==> src/common/nvsp_pkg.sv <==
// Package with widths, pin timing counts and state codes for the static RAM host port
package nvsp_pkg;
  localparam int NVSP_ADDR_W = 19; // Byte address width
  localparam int NVSP_DATA_W = 8; // Data bus width
  localparam int NVSP_CLK_NS = 50; // Clock period in ns
  // Access pulse time in ns; one clock already exceeds every access grade
  localparam int NVSP_ACC_NS = 50;
  localparam int NVSP_ACC_CYC = (NVSP_ACC_NS + NVSP_CLK_NS - 1) / NVSP_CLK_NS;
  // Hold time of a host-driven store request pulse, in ns
  localparam int NVSP_REQ_NS = 100;
  localparam int NVSP_REQ_CYC = (NVSP_REQ_NS + NVSP_CLK_NS - 1) / NVSP_CLK_NS;
  localparam int NVSP_CNT_W = 4; // Width of the pulse counter
  // Host sequencer states
  typedef enum logic [5:0] {
    NVSP_IDLE = 6'h01,
    NVSP_SETUP = 6'h02,
    NVSP_STROBE = 6'h04,
    NVSP_DONE = 6'h08,
    NVSP_STORE = 6'h10,
    NVSP_WAIT = 6'h20
  } nvsp_state_e;
endpackage : nvsp_pkg

==> src/nvsp_pulse_timer.sv <==
// Down counter that times strobe and request pulses
`timescale 1ns/100ps
module nvsp_pulse_timer
  import nvsp_pkg::*;
(
  input wire logic clk,
  input wire logic sys_rst,
  input wire logic load,
  input wire logic [NVSP_CNT_W-1:0] load_val,
  output logic expired
);
  logic [NVSP_CNT_W-1:0] cnt_q;
  logic [NVSP_CNT_W-1:0] cnt_d;

  // Next count: load wins, else count toward zero
  always_comb begin
    cnt_d = cnt_q;
    if (load) begin
      cnt_d = load_val;
    end else if (cnt_q != '0) begin
      cnt_d = cnt_q - 4'h1;
    end
  end

  // Count register
  always_ff @(posedge clk or posedge sys_rst) begin
    if (sys_rst) begin
      cnt_q <= 4'h0;
    end else begin
      cnt_q <= cnt_d;
    end
  end

  assign expired = (cnt_q == 4'h0);
endmodule : nvsp_pulse_timer

==> src/nvsp_host.sv <==
// Host-side controller that drives the static RAM port pins
`timescale 1ns/100ps
// Functional notes
// - 19-bit address selects one byte
// - One 8-bit bidirectional data bus
// - Device acts only with chip select low
// - Pulling busy line low starts save
// - Software store/recall also possible
module nvsp_host
  import nvsp_pkg::*;
(
  input wire logic clk,
  input wire logic sys_rst,
  input wire logic req_valid,
  output logic req_ready,
  input wire logic req_write,
  input wire logic [nvsp_pkg::NVSP_ADDR_W-1:0] req_addr,
  input wire logic [nvsp_pkg::NVSP_DATA_W-1:0] req_wdata,
  input wire logic store_req,
  output logic rsp_valid,
  output logic [nvsp_pkg::NVSP_DATA_W-1:0] rsp_rdata,
  output logic dev_busy,
  output logic [nvsp_pkg::NVSP_ADDR_W-1:0] byte_address,
  output logic chip_select_n,
  output logic write_strobe_n,
  output logic output_enable_n,
  input wire logic [nvsp_pkg::NVSP_DATA_W-1:0] data_io_i,
  output logic [nvsp_pkg::NVSP_DATA_W-1:0] data_io_o,
  output logic data_io_oe,
  input wire logic hardware_store_busy_n_i,
  output logic hardware_store_busy_n_o,
  output logic hardware_store_busy_n_oe
);
  import nvsp_pkg::*;

  nvsp_state_e state_q, state_d; // Sequencer state
  logic write_q, write_d; // Current access is a write
  logic [NVSP_ADDR_W-1:0] addr_q, addr_d; // Address pins
  logic [NVSP_DATA_W-1:0] wdata_q, wdata_d; // Write data pins
  logic [NVSP_DATA_W-1:0] rdata_q, rdata_d; // Captured read byte
  logic rsp_q, rsp_d; // Read answer pulse
  logic cs_n_q, cs_n_d; // Chip select pin
  logic we_n_q, we_n_d; // Write strobe pin
  logic oe_n_q, oe_n_d; // Output enable pin
  logic doe_q, doe_d; // Host drives data bus
  logic hsb_oe_q, hsb_oe_d; // Host pulls busy line low
  logic tmr_load; // Start a pulse
  logic [NVSP_CNT_W-1:0] tmr_val; // Pulse length
  logic tmr_done; // Pulse has run out
  logic line_busy; // Busy line seen low

  // Line low marks the device busy, whatever started the save, our own pull included
  assign line_busy = ~hardware_store_busy_n_i;

  nvsp_pulse_timer u_timer (
    .clk(clk),
    .sys_rst(sys_rst),
    .load(tmr_load),
    .load_val(tmr_val),
    .expired(tmr_done)
  );

  // Sequencer next state and pin values
  always_comb begin
    state_d = state_q;
    write_d = write_q;
    addr_d = addr_q;
    wdata_d = wdata_q;
    rdata_d = rdata_q;
    rsp_d = 1'b0;
    cs_n_d = cs_n_q;
    we_n_d = we_n_q;
    oe_n_d = oe_n_q;
    doe_d = doe_q;
    hsb_oe_d = hsb_oe_q;
    tmr_load = 1'b0;
    tmr_val = 4'h0;
    unique case (state_q)
      NVSP_IDLE: begin
        // No access starts while the device is busy
        if (line_busy) begin
          state_d = NVSP_IDLE;
        end else if (store_req) begin
          // Open-drain pull low requests a save
          hsb_oe_d = 1'b1;
          tmr_load = 1'b1;
          tmr_val = NVSP_CNT_W'(NVSP_REQ_CYC);
          state_d = NVSP_STORE;
        end else if (req_valid) begin
          // Address settles before chip select falls, since it is latched there
          write_d = req_write;
          addr_d = req_addr;
          wdata_d = req_wdata;
          state_d = NVSP_SETUP;
        end
      end
      NVSP_SETUP: begin
        cs_n_d = 1'b0;
        we_n_d = ~write_q;
        oe_n_d = write_q;
        doe_d = write_q;
        tmr_load = 1'b1;
        tmr_val = NVSP_CNT_W'(NVSP_ACC_CYC);
        state_d = NVSP_STROBE;
      end
      NVSP_STROBE: begin
        if (tmr_done) begin
          // Sample before output enable rises and the bus floats
          if (!write_q) begin
            rdata_d = data_io_i;
            rsp_d = 1'b1;
          end
          cs_n_d = 1'b1;
          we_n_d = 1'b1;
          oe_n_d = 1'b1;
          state_d = NVSP_DONE;
        end
      end
      NVSP_DONE: begin
        // Data held one cycle past strobe release for hold time
        doe_d = 1'b0;
        state_d = NVSP_IDLE;
      end
      NVSP_STORE: begin
        if (tmr_done) begin
          hsb_oe_d = 1'b0;
          state_d = NVSP_WAIT;
        end
      end
      NVSP_WAIT: begin
        // Device ignores pins during the save, so wait out the busy line
        if (!line_busy) begin
          state_d = NVSP_IDLE;
        end
      end
      default: begin
        state_d = NVSP_IDLE;
      end
    endcase
  end

  // Sequencer registers; strobes and chip select idle high, address low, data bus and busy line released at reset
  always_ff @(posedge clk or posedge sys_rst) begin
    if (sys_rst) begin
      state_q <= NVSP_IDLE;
      write_q <= 1'b0;
      addr_q <= 19'h00000;
      wdata_q <= 8'h00;
      rdata_q <= 8'h00;
      rsp_q <= 1'b0;
      cs_n_q <= 1'b1;
      we_n_q <= 1'b1;
      oe_n_q <= 1'b1;
      doe_q <= 1'b0;
      hsb_oe_q <= 1'b0;
    end else begin
      state_q <= state_d;
      write_q <= write_d;
      addr_q <= addr_d;
      wdata_q <= wdata_d;
      rdata_q <= rdata_d;
      rsp_q <= rsp_d;
      cs_n_q <= cs_n_d;
      we_n_q <= we_n_d;
      oe_n_q <= oe_n_d;
      doe_q <= doe_d;
      hsb_oe_q <= hsb_oe_d;
    end
  end

  // Accept only when idle, device free and no store pending
  assign req_ready = (state_q == NVSP_IDLE) && !line_busy && !store_req;
  assign rsp_valid = rsp_q;
  assign rsp_rdata = rdata_q;
  assign dev_busy = line_busy;
  assign byte_address = addr_q;
  assign chip_select_n = cs_n_q;
  assign write_strobe_n = we_n_q;
  assign output_enable_n = oe_n_q;
  assign data_io_o = wdata_q;
  assign data_io_oe = doe_q;
  // Open drain: only ever pull low, the pull-up gives the high level
  assign hardware_store_busy_n_o = 1'b0;
  assign hardware_store_busy_n_oe = hsb_oe_q;
endmodule : nvsp_host

==> config.mk <==
export PLATFORM = sky130hd
export DESIGN_NAME = nvsp_host
export DESIGN_NICKNAME = d
export VERILOG_FILES = /design/src/common/nvsp_pkg.sv /design/src/nvsp_pulse_timer.sv /design/src/nvsp_host.sv
export SDC_FILE = /design/constraint.sdc
export NUM_CORES = 1
export LEC_CHECK = 0
export ABC_AREA = 1
export BUFFER_PORTS_ARGS = -buffer_cell sky130_fd_sc_hd__buf_2
export CAP_MARGIN = 20
export CORE_MARGIN = 2
export CORE_UTILIZATION = 30
export DETAILED_ROUTE_END_ITERATION = 10
export SYNTH_ARGS = -nofsm -noshare
export SYNTH_HDL_FRONTEND = slang
export SYNTH_HIERARCHICAL = 1
export SYNTH_SLANG_ARGS = --single-unit
==> constraint.sdc <==
create_clock -name clk -period 2.3 [get_ports clk]
set_clock_uncertainty 0.15 [all_clocks]
set_input_delay 0 -clock clk [delete_from_list [all_inputs] [get_ports clk]]
set_output_delay 0 -clock clk [all_outputs]
set_load 0.005 [all_outputs]
After elaboration in Yosys (flattened, before gate mapping). Cells that the tools add are included.

Flip-flop bits (word level): 52. Output and inout port bits: 44.

Eq/ne operators: 12. Add/subtract/negate cells: 1. Bitwise gates (word level): 3. Muxes and demuxes: 27. Reduce and logical (&&, ||, !) cells: 14.

Operator list (count): two-way mux 6 bit (6); one-hot mux 6 bit (5 select lines) (1); one-hot mux 1 bit (2 select lines) (6); AND reduction 4 bit (3); inequality test 2 bit (second input constant) (5); two-way mux 1 bit (9); two-way mux 4 bit (2); nonzero test 2 bit (4); == test 6 x 1 -> 1 bit (second input constant) (1); == test 6 x 2 -> 1 bit (second input constant) (1); == test 6 x 3 -> 1 bit (second input constant) (1); == test 6 x 4 -> 1 bit (second input constant) (1); == test 6 x 5 -> 1 bit (second input constant) (1); == test 6 bit (second input constant) (1); logical NOT 4 bit (1); two-way mux 2 bit (2); inequality test 4 bit (second input constant) (1); one-hot mux 2 bit (2 select lines) (1); nonzero test 4 bit (1); subtractor 4 x 1 -> 4 bit (second input constant) (1); inverter 1 bit (3); AND reduction 3 bit (1); logical AND 1 bit (2); AND reduction 2 bit (1); logical NOT 1 bit (1).

Logic depth before layout (Yosys ltp).
Depth in word-level cells: 4. Mapped depth: 12.

Hierarchy. Netlist, hierarchy kept.

By module, submodules not included: nvsp_host (times used 1, area each 2059.5 sq um, cells an instance 235); nvsp_pulse_timer (times used 1, area each 259.0 sq um, cells an instance 38).

Worst setup path before layout. OpenSTA, ideal clock, no wires.

Path kind: register to register. Start: register state_q[0]. End: register u_timer.cnt_q[3]. Data required time: 2.034 ns. Library setup time: 0.116 ns. Period minus slack after synthesis: 1.747 ns. Slack: 0.553 ns. Data arrival time: 1.480 ns. Cell stages (with the launch flop): 12. Cell sequence: dfstp_2 -> nand2_1 -> nor2_4 -> nand2_4 -> nor2_1 -> inv_1 -> nand2_1 -> inv_2 -> nand2_1 -> inv_1 -> nand2_1 -> nand2_1.

Word-level cells in the longest chain between the ends: 3. Elaborated cells between the ends (all ways): 5. Classes of those cells: eq/ne: 2; mux: 2; reduce/logical: 1.

RTL lines: start, declared (line nvsp_host.sv:36) `nvsp_state_e state_q, state_d;`; start signal, assigned (line nvsp_host.sv:157) `state_q <= state_d;`; == test 6 x 2 -> 1 bit / == test 6 x 1 -> 1 bit (equally long branches) (line nvsp_host.sv:78) `unique case (state_q)`; one-hot mux 1 bit (2 select lines) * (line nvsp_host.sv:78); named net tmr_load (line nvsp_host.sv:47) `logic tmr_load;`; two-way mux 4 bit / nonzero test 2 bit (equally long branches); end signal, assigned (line nvsp_pulse_timer.sv:30) `cnt_q <= cnt_d;`; end, declared (line nvsp_pulse_timer.sv:12) `logic [NVSP_CNT_W-1:0] cnt_q;`.

Mark *: on every way through the listed nets, which the timed path passes. The rest lies on a longest branch. A chain may end at the register's enable or synchronous reset.

Worst setup path after layout.
Start: register state_q[3]. End: register addr_q[15], in the netlist byte_address[15].

Word-level cells in the longest chain between the ends: 2.

RTL lines: == test 6 x 1 -> 1 bit (line nvsp_host.sv:78); AND reduction 4 bit (no source line); end signal, assigned (line nvsp_host.sv:159) `addr_q <= addr_d;`; end, declared (line nvsp_host.sv:38) `logic [NVSP_ADDR_W-1:0] addr_q, addr_d;`.

No other way between the ends.

==> run_results.csv <==
group,metric,value,unit
run_status,outcome,"completed",
yosys,ranking_of_synthesized_cells_by_area,"sky130_fd_sc_hd__dfrtp_1, sky130_fd_sc_hd__nand2_1, sky130_fd_sc_hd__nand3_1",
cells_and_area,drive_gt1_frac,0.274,
run,max-cap-violations,0,
sta,relative_slew_slack,0.600,
worst_setup_path,cp.arrival,2.20,ns
sta,min_clock_period_post_route,2.11,ns
pwr,share_clk_of_total_power,0.150,
placed_design,routabilityCongestion,0.800,
yosys,synth_edf_count,0,
yosys,syn-cell-area,2320,sq um
worst_setup_path,critPathKind,"flip-flop to flip-flop",
clocking,tritoncts,"yes",
sta,tightestPinTransition,0.600,ns
yosys,synth.avg_cell_area,8.49,sq um
worst_setup_path,critical_path.startpoint_type,"flip-flop",
sta,report.final.setup_viol,0,
yosys,syn-instance-count,273,
yosys,synth_largest_type_area_fraction,0.518,
floorplanning,fp-row-count,32,
worst_setup_path,crit_fanout,12,
pwr,pwr_density,1030,nW/um^2
clocking,clock_sink_count,52,
yosys,synth_seq_area_share,0.563,
yosys,async_flop_share,1.00,
yosys,yosys.cell_count.top_type,"sky130_fd_sc_hd__nand2_1",
clocking,cts.clk_slew.worst_paths,0.09,ns
sta,layout_worst_path_cycle_share,0.917,
global_routing,grt_pass1_vias,2193,
floorplanning,die-height,91.9,um
cells_and_area,ff_latch_area,1310,sq um
pwr,leakage_power,1.83,nW
clocking,cts-htree-levels,2,
drt,drt_first_pass_iters,4,
yosys,ys_dominant_reg_cell,"sky130_fd_sc_hd__dfrtp_1",
pwr,power.combinational.fraction,0.409,
drt,postRouteAntennaNets,0,
floorplanning,initial_core_util,0.305,
floorplanning,die_area,8450,sq um
yosys,synth_top_area_cell,"sky130_fd_sc_hd__dfrtp_1",
sta,timing_limited_maximum_frequency,0.474,GHz
pwr,power_switching,1.33,mW
drt,avgViaCountPerCell,4.36,
clocking,cts_repair_resize_count,0,
drt,postRouteWirelength,6030,um
placed_design,place.port_buffers,83,
pwr,vdd_ir_drop_max,0.359,mV
cells_and_area,fin_nets,450,
cells_and_area,antenna_cell_count,0,
drt,route.vias.total,2228,
global_routing,global_route_wire_length_before_repair,9920,um
pwr,relative_contribution_of_sequential_cells_to_total_power,0.442,
pwr,p_total,3.54,mW
sta,fin_setup_tns,0,ns
drt,drt-initial-drc-count,124,
global_routing,global_route.usage.total,0.144,
cells_and_area,syn2layout_area_growth,47.7,%
cells_and_area,multiInputGateArea,866,sq um
global_routing,largest_net_degree_at_the_start_of_global_routing,31,
floorplanning,dieWidth,91.9,um
global_routing,grt_overflow_total,0,
floorplanning,core-area,7610,sq um
yosys,ys_top_cells_by_count,"sky130_fd_sc_hd__nand2_1, sky130_fd_sc_hd__dfrtp_1, sky130_fd_sc_hd__nand3_1, sky130_fd_sc_hd__inv_1, sky130_fd_sc_hd__nor2_1",
clocking,cts_max_path_buffers,2,
yosys,synth_seq_cells,52,
sta,report.final.hold_viol_count,0,
worst_setup_path,worst_setup_path_end_kind,"flip-flop",
worst_setup_path,cp.required,2.39,ns
sta,report.final.slew_viol_count,0,
placed_design,hpwl_reported_at_the_end_of_detailed_placement,3960,um
sta,rsz_0062_raised_after_global_routing,"no",
clocking,clock-root-buffer,"sky130_fd_sc_hd__clkbuf_8",
yosys,ys_warn_count,6,
cells_and_area,fill_cells,765,
clocking,insertion_delay,0.29,ns
drt,post_drt_wl_per_cell,11.8,um
floorplanning,ioPinCount,85,
drt,remaining_drc_errors,0,
yosys,synthDistinctLibCells,27,
pwr,power_switching_share,0.375,
pwr,cell_internal_pwr,2.21,mW
min_path,holdCritPathClass,"input port to asynchronous set/reset pin",
clocking,total_clock_buffers_created_by_cts,5,
global_routing,grt_antenna_before_repair,0,
[registers in the layout, indices dropped and copies added (netlist names)]
signal and count:
byte_address 19, hardware_store_busy_n_oe 1, write_q 1, data_io_oe 1
data_io_o 8, rsp_rdata 8, chip_select_n 1, write_strobe_n 1
output_enable_n 1, rsp_valid 1, u_timer/cnt_q 4, state_q 6
[power by group through the flow]
stage,combinational [mW],clock [mW],sequential (mW)
6_report,1.45,0.529,1.56
5_1_grt,1.64,0.589,1.61
4_1_cts,1.45,0.562,1.57
3_5_place_dp,1.38,0,1.57
3_3_place_gp,1.34,0,1.57
2_1_floorplan,0.839,0,1.58
[critical path, cell delays in order (launching register included)]
cell	delay (ns)
sky130_fd_sc_hd__dfrtp_1	0.42
sky130_fd_sc_hd__nor2_2	0.18
sky130_fd_sc_hd__nand2_2	0.10
sky130_fd_sc_hd__nor2_4	0.15
sky130_fd_sc_hd__nand2_4	0.09
sky130_fd_sc_hd__nor2_8	0.19
sky130_fd_sc_hd__nand3_1	0.11
sky130_fd_sc_hd__dlygate4sd3_1	0.60
sky130_fd_sc_hd__nand2_1	0.07
[metrics by stage]
step                      utilization  instances  setup WS (ns)  cell area [sq um]  hold slack, ns
after floorplan                     -        275          0.553               2330          -0.384
after global placement          0.372        453          0.468               2830          -0.238
after detailed placement        0.372        453          0.415               2830          -0.236
after CTS                       0.450        511          0.227               3420         0.00320
after global routing            0.450        511         0.0697               3420         0.00992
final                           0.450        511          0.190               3420         0.00614
[cells by family after synthesis]
group / Yosys count / share of synthesized area
and+or+nand+nor: 177 / 0.341
DFF: 52 / 0.563
buffers and inverters: 33 / 0.0664
AOI/OAI and AO/OA: 8 / 0.0183
xor gates and xnor gates: 1 / 0.00378
adders and majority gates: 1 / 0.00540
other: 1 / 0.00162
[worst paths after layout]
kind,to,cells after the start,startpoint,slack [ns]
max,byte_address[15],8,state_q[3],0.19
max in group asynchronous,state_q[0],4,sys_rst,1.24
min reg2reg,chip_select_n,2,chip_select_n,0.32
min in group clk,byte_address[1],3,req_valid,0.10
max reg2reg,byte_address[15],8,state_q[3],0.19
min,u_timer/cnt_q[2],3,sys_rst,0.006
[layer usage]
metal,track usage,part of all wire,wire [um],vias up
li1,-,-,-,1113
met1,0.180,0.44,2660,1042
met2,0.248,0.50,3010,65
met3,0.0329,0.045,269,8
met4,0.0460,0.014,85,0
met5,0,0,0,-
[area by class of cell]
type,count,share of cell area
repair buffers,135,0.276
inverters,24,0.0263
well taps,102,0.0373
multi-input cells,190,0.253
clock buffers,8,0.0263
flip-flops and latches,52,0.382
[timing repair]
item                                   CTS  global route
hold buffers                            50             0
setup buffers                            0             0
endpoints found under the hold margin   69             0
[layout by cell type (no fill, tap or decap), drive strengths merged]
| cell type | n |
|---|---|
| a21oi | 2 |
| buf | 85 |
| clkbuf | 8 |
| clkinv | 1 |
| conb | 3 |
| dfrtp | 48 |
| dfstp | 4 |
| dlygate4sd3 | 50 |
| ha | 1 |
| inv | 23 |
| nand2 | 120 |
| nand3 | 35 |
| nand4 | 1 |
| nor2 | 18 |
| nor3 | 1 |
| nor3b | 2 |
| o211ai | 1 |
| o21ai | 5 |
| xnor2 | 1 |
No activity file was read; power rests on OpenSTA's default activity.
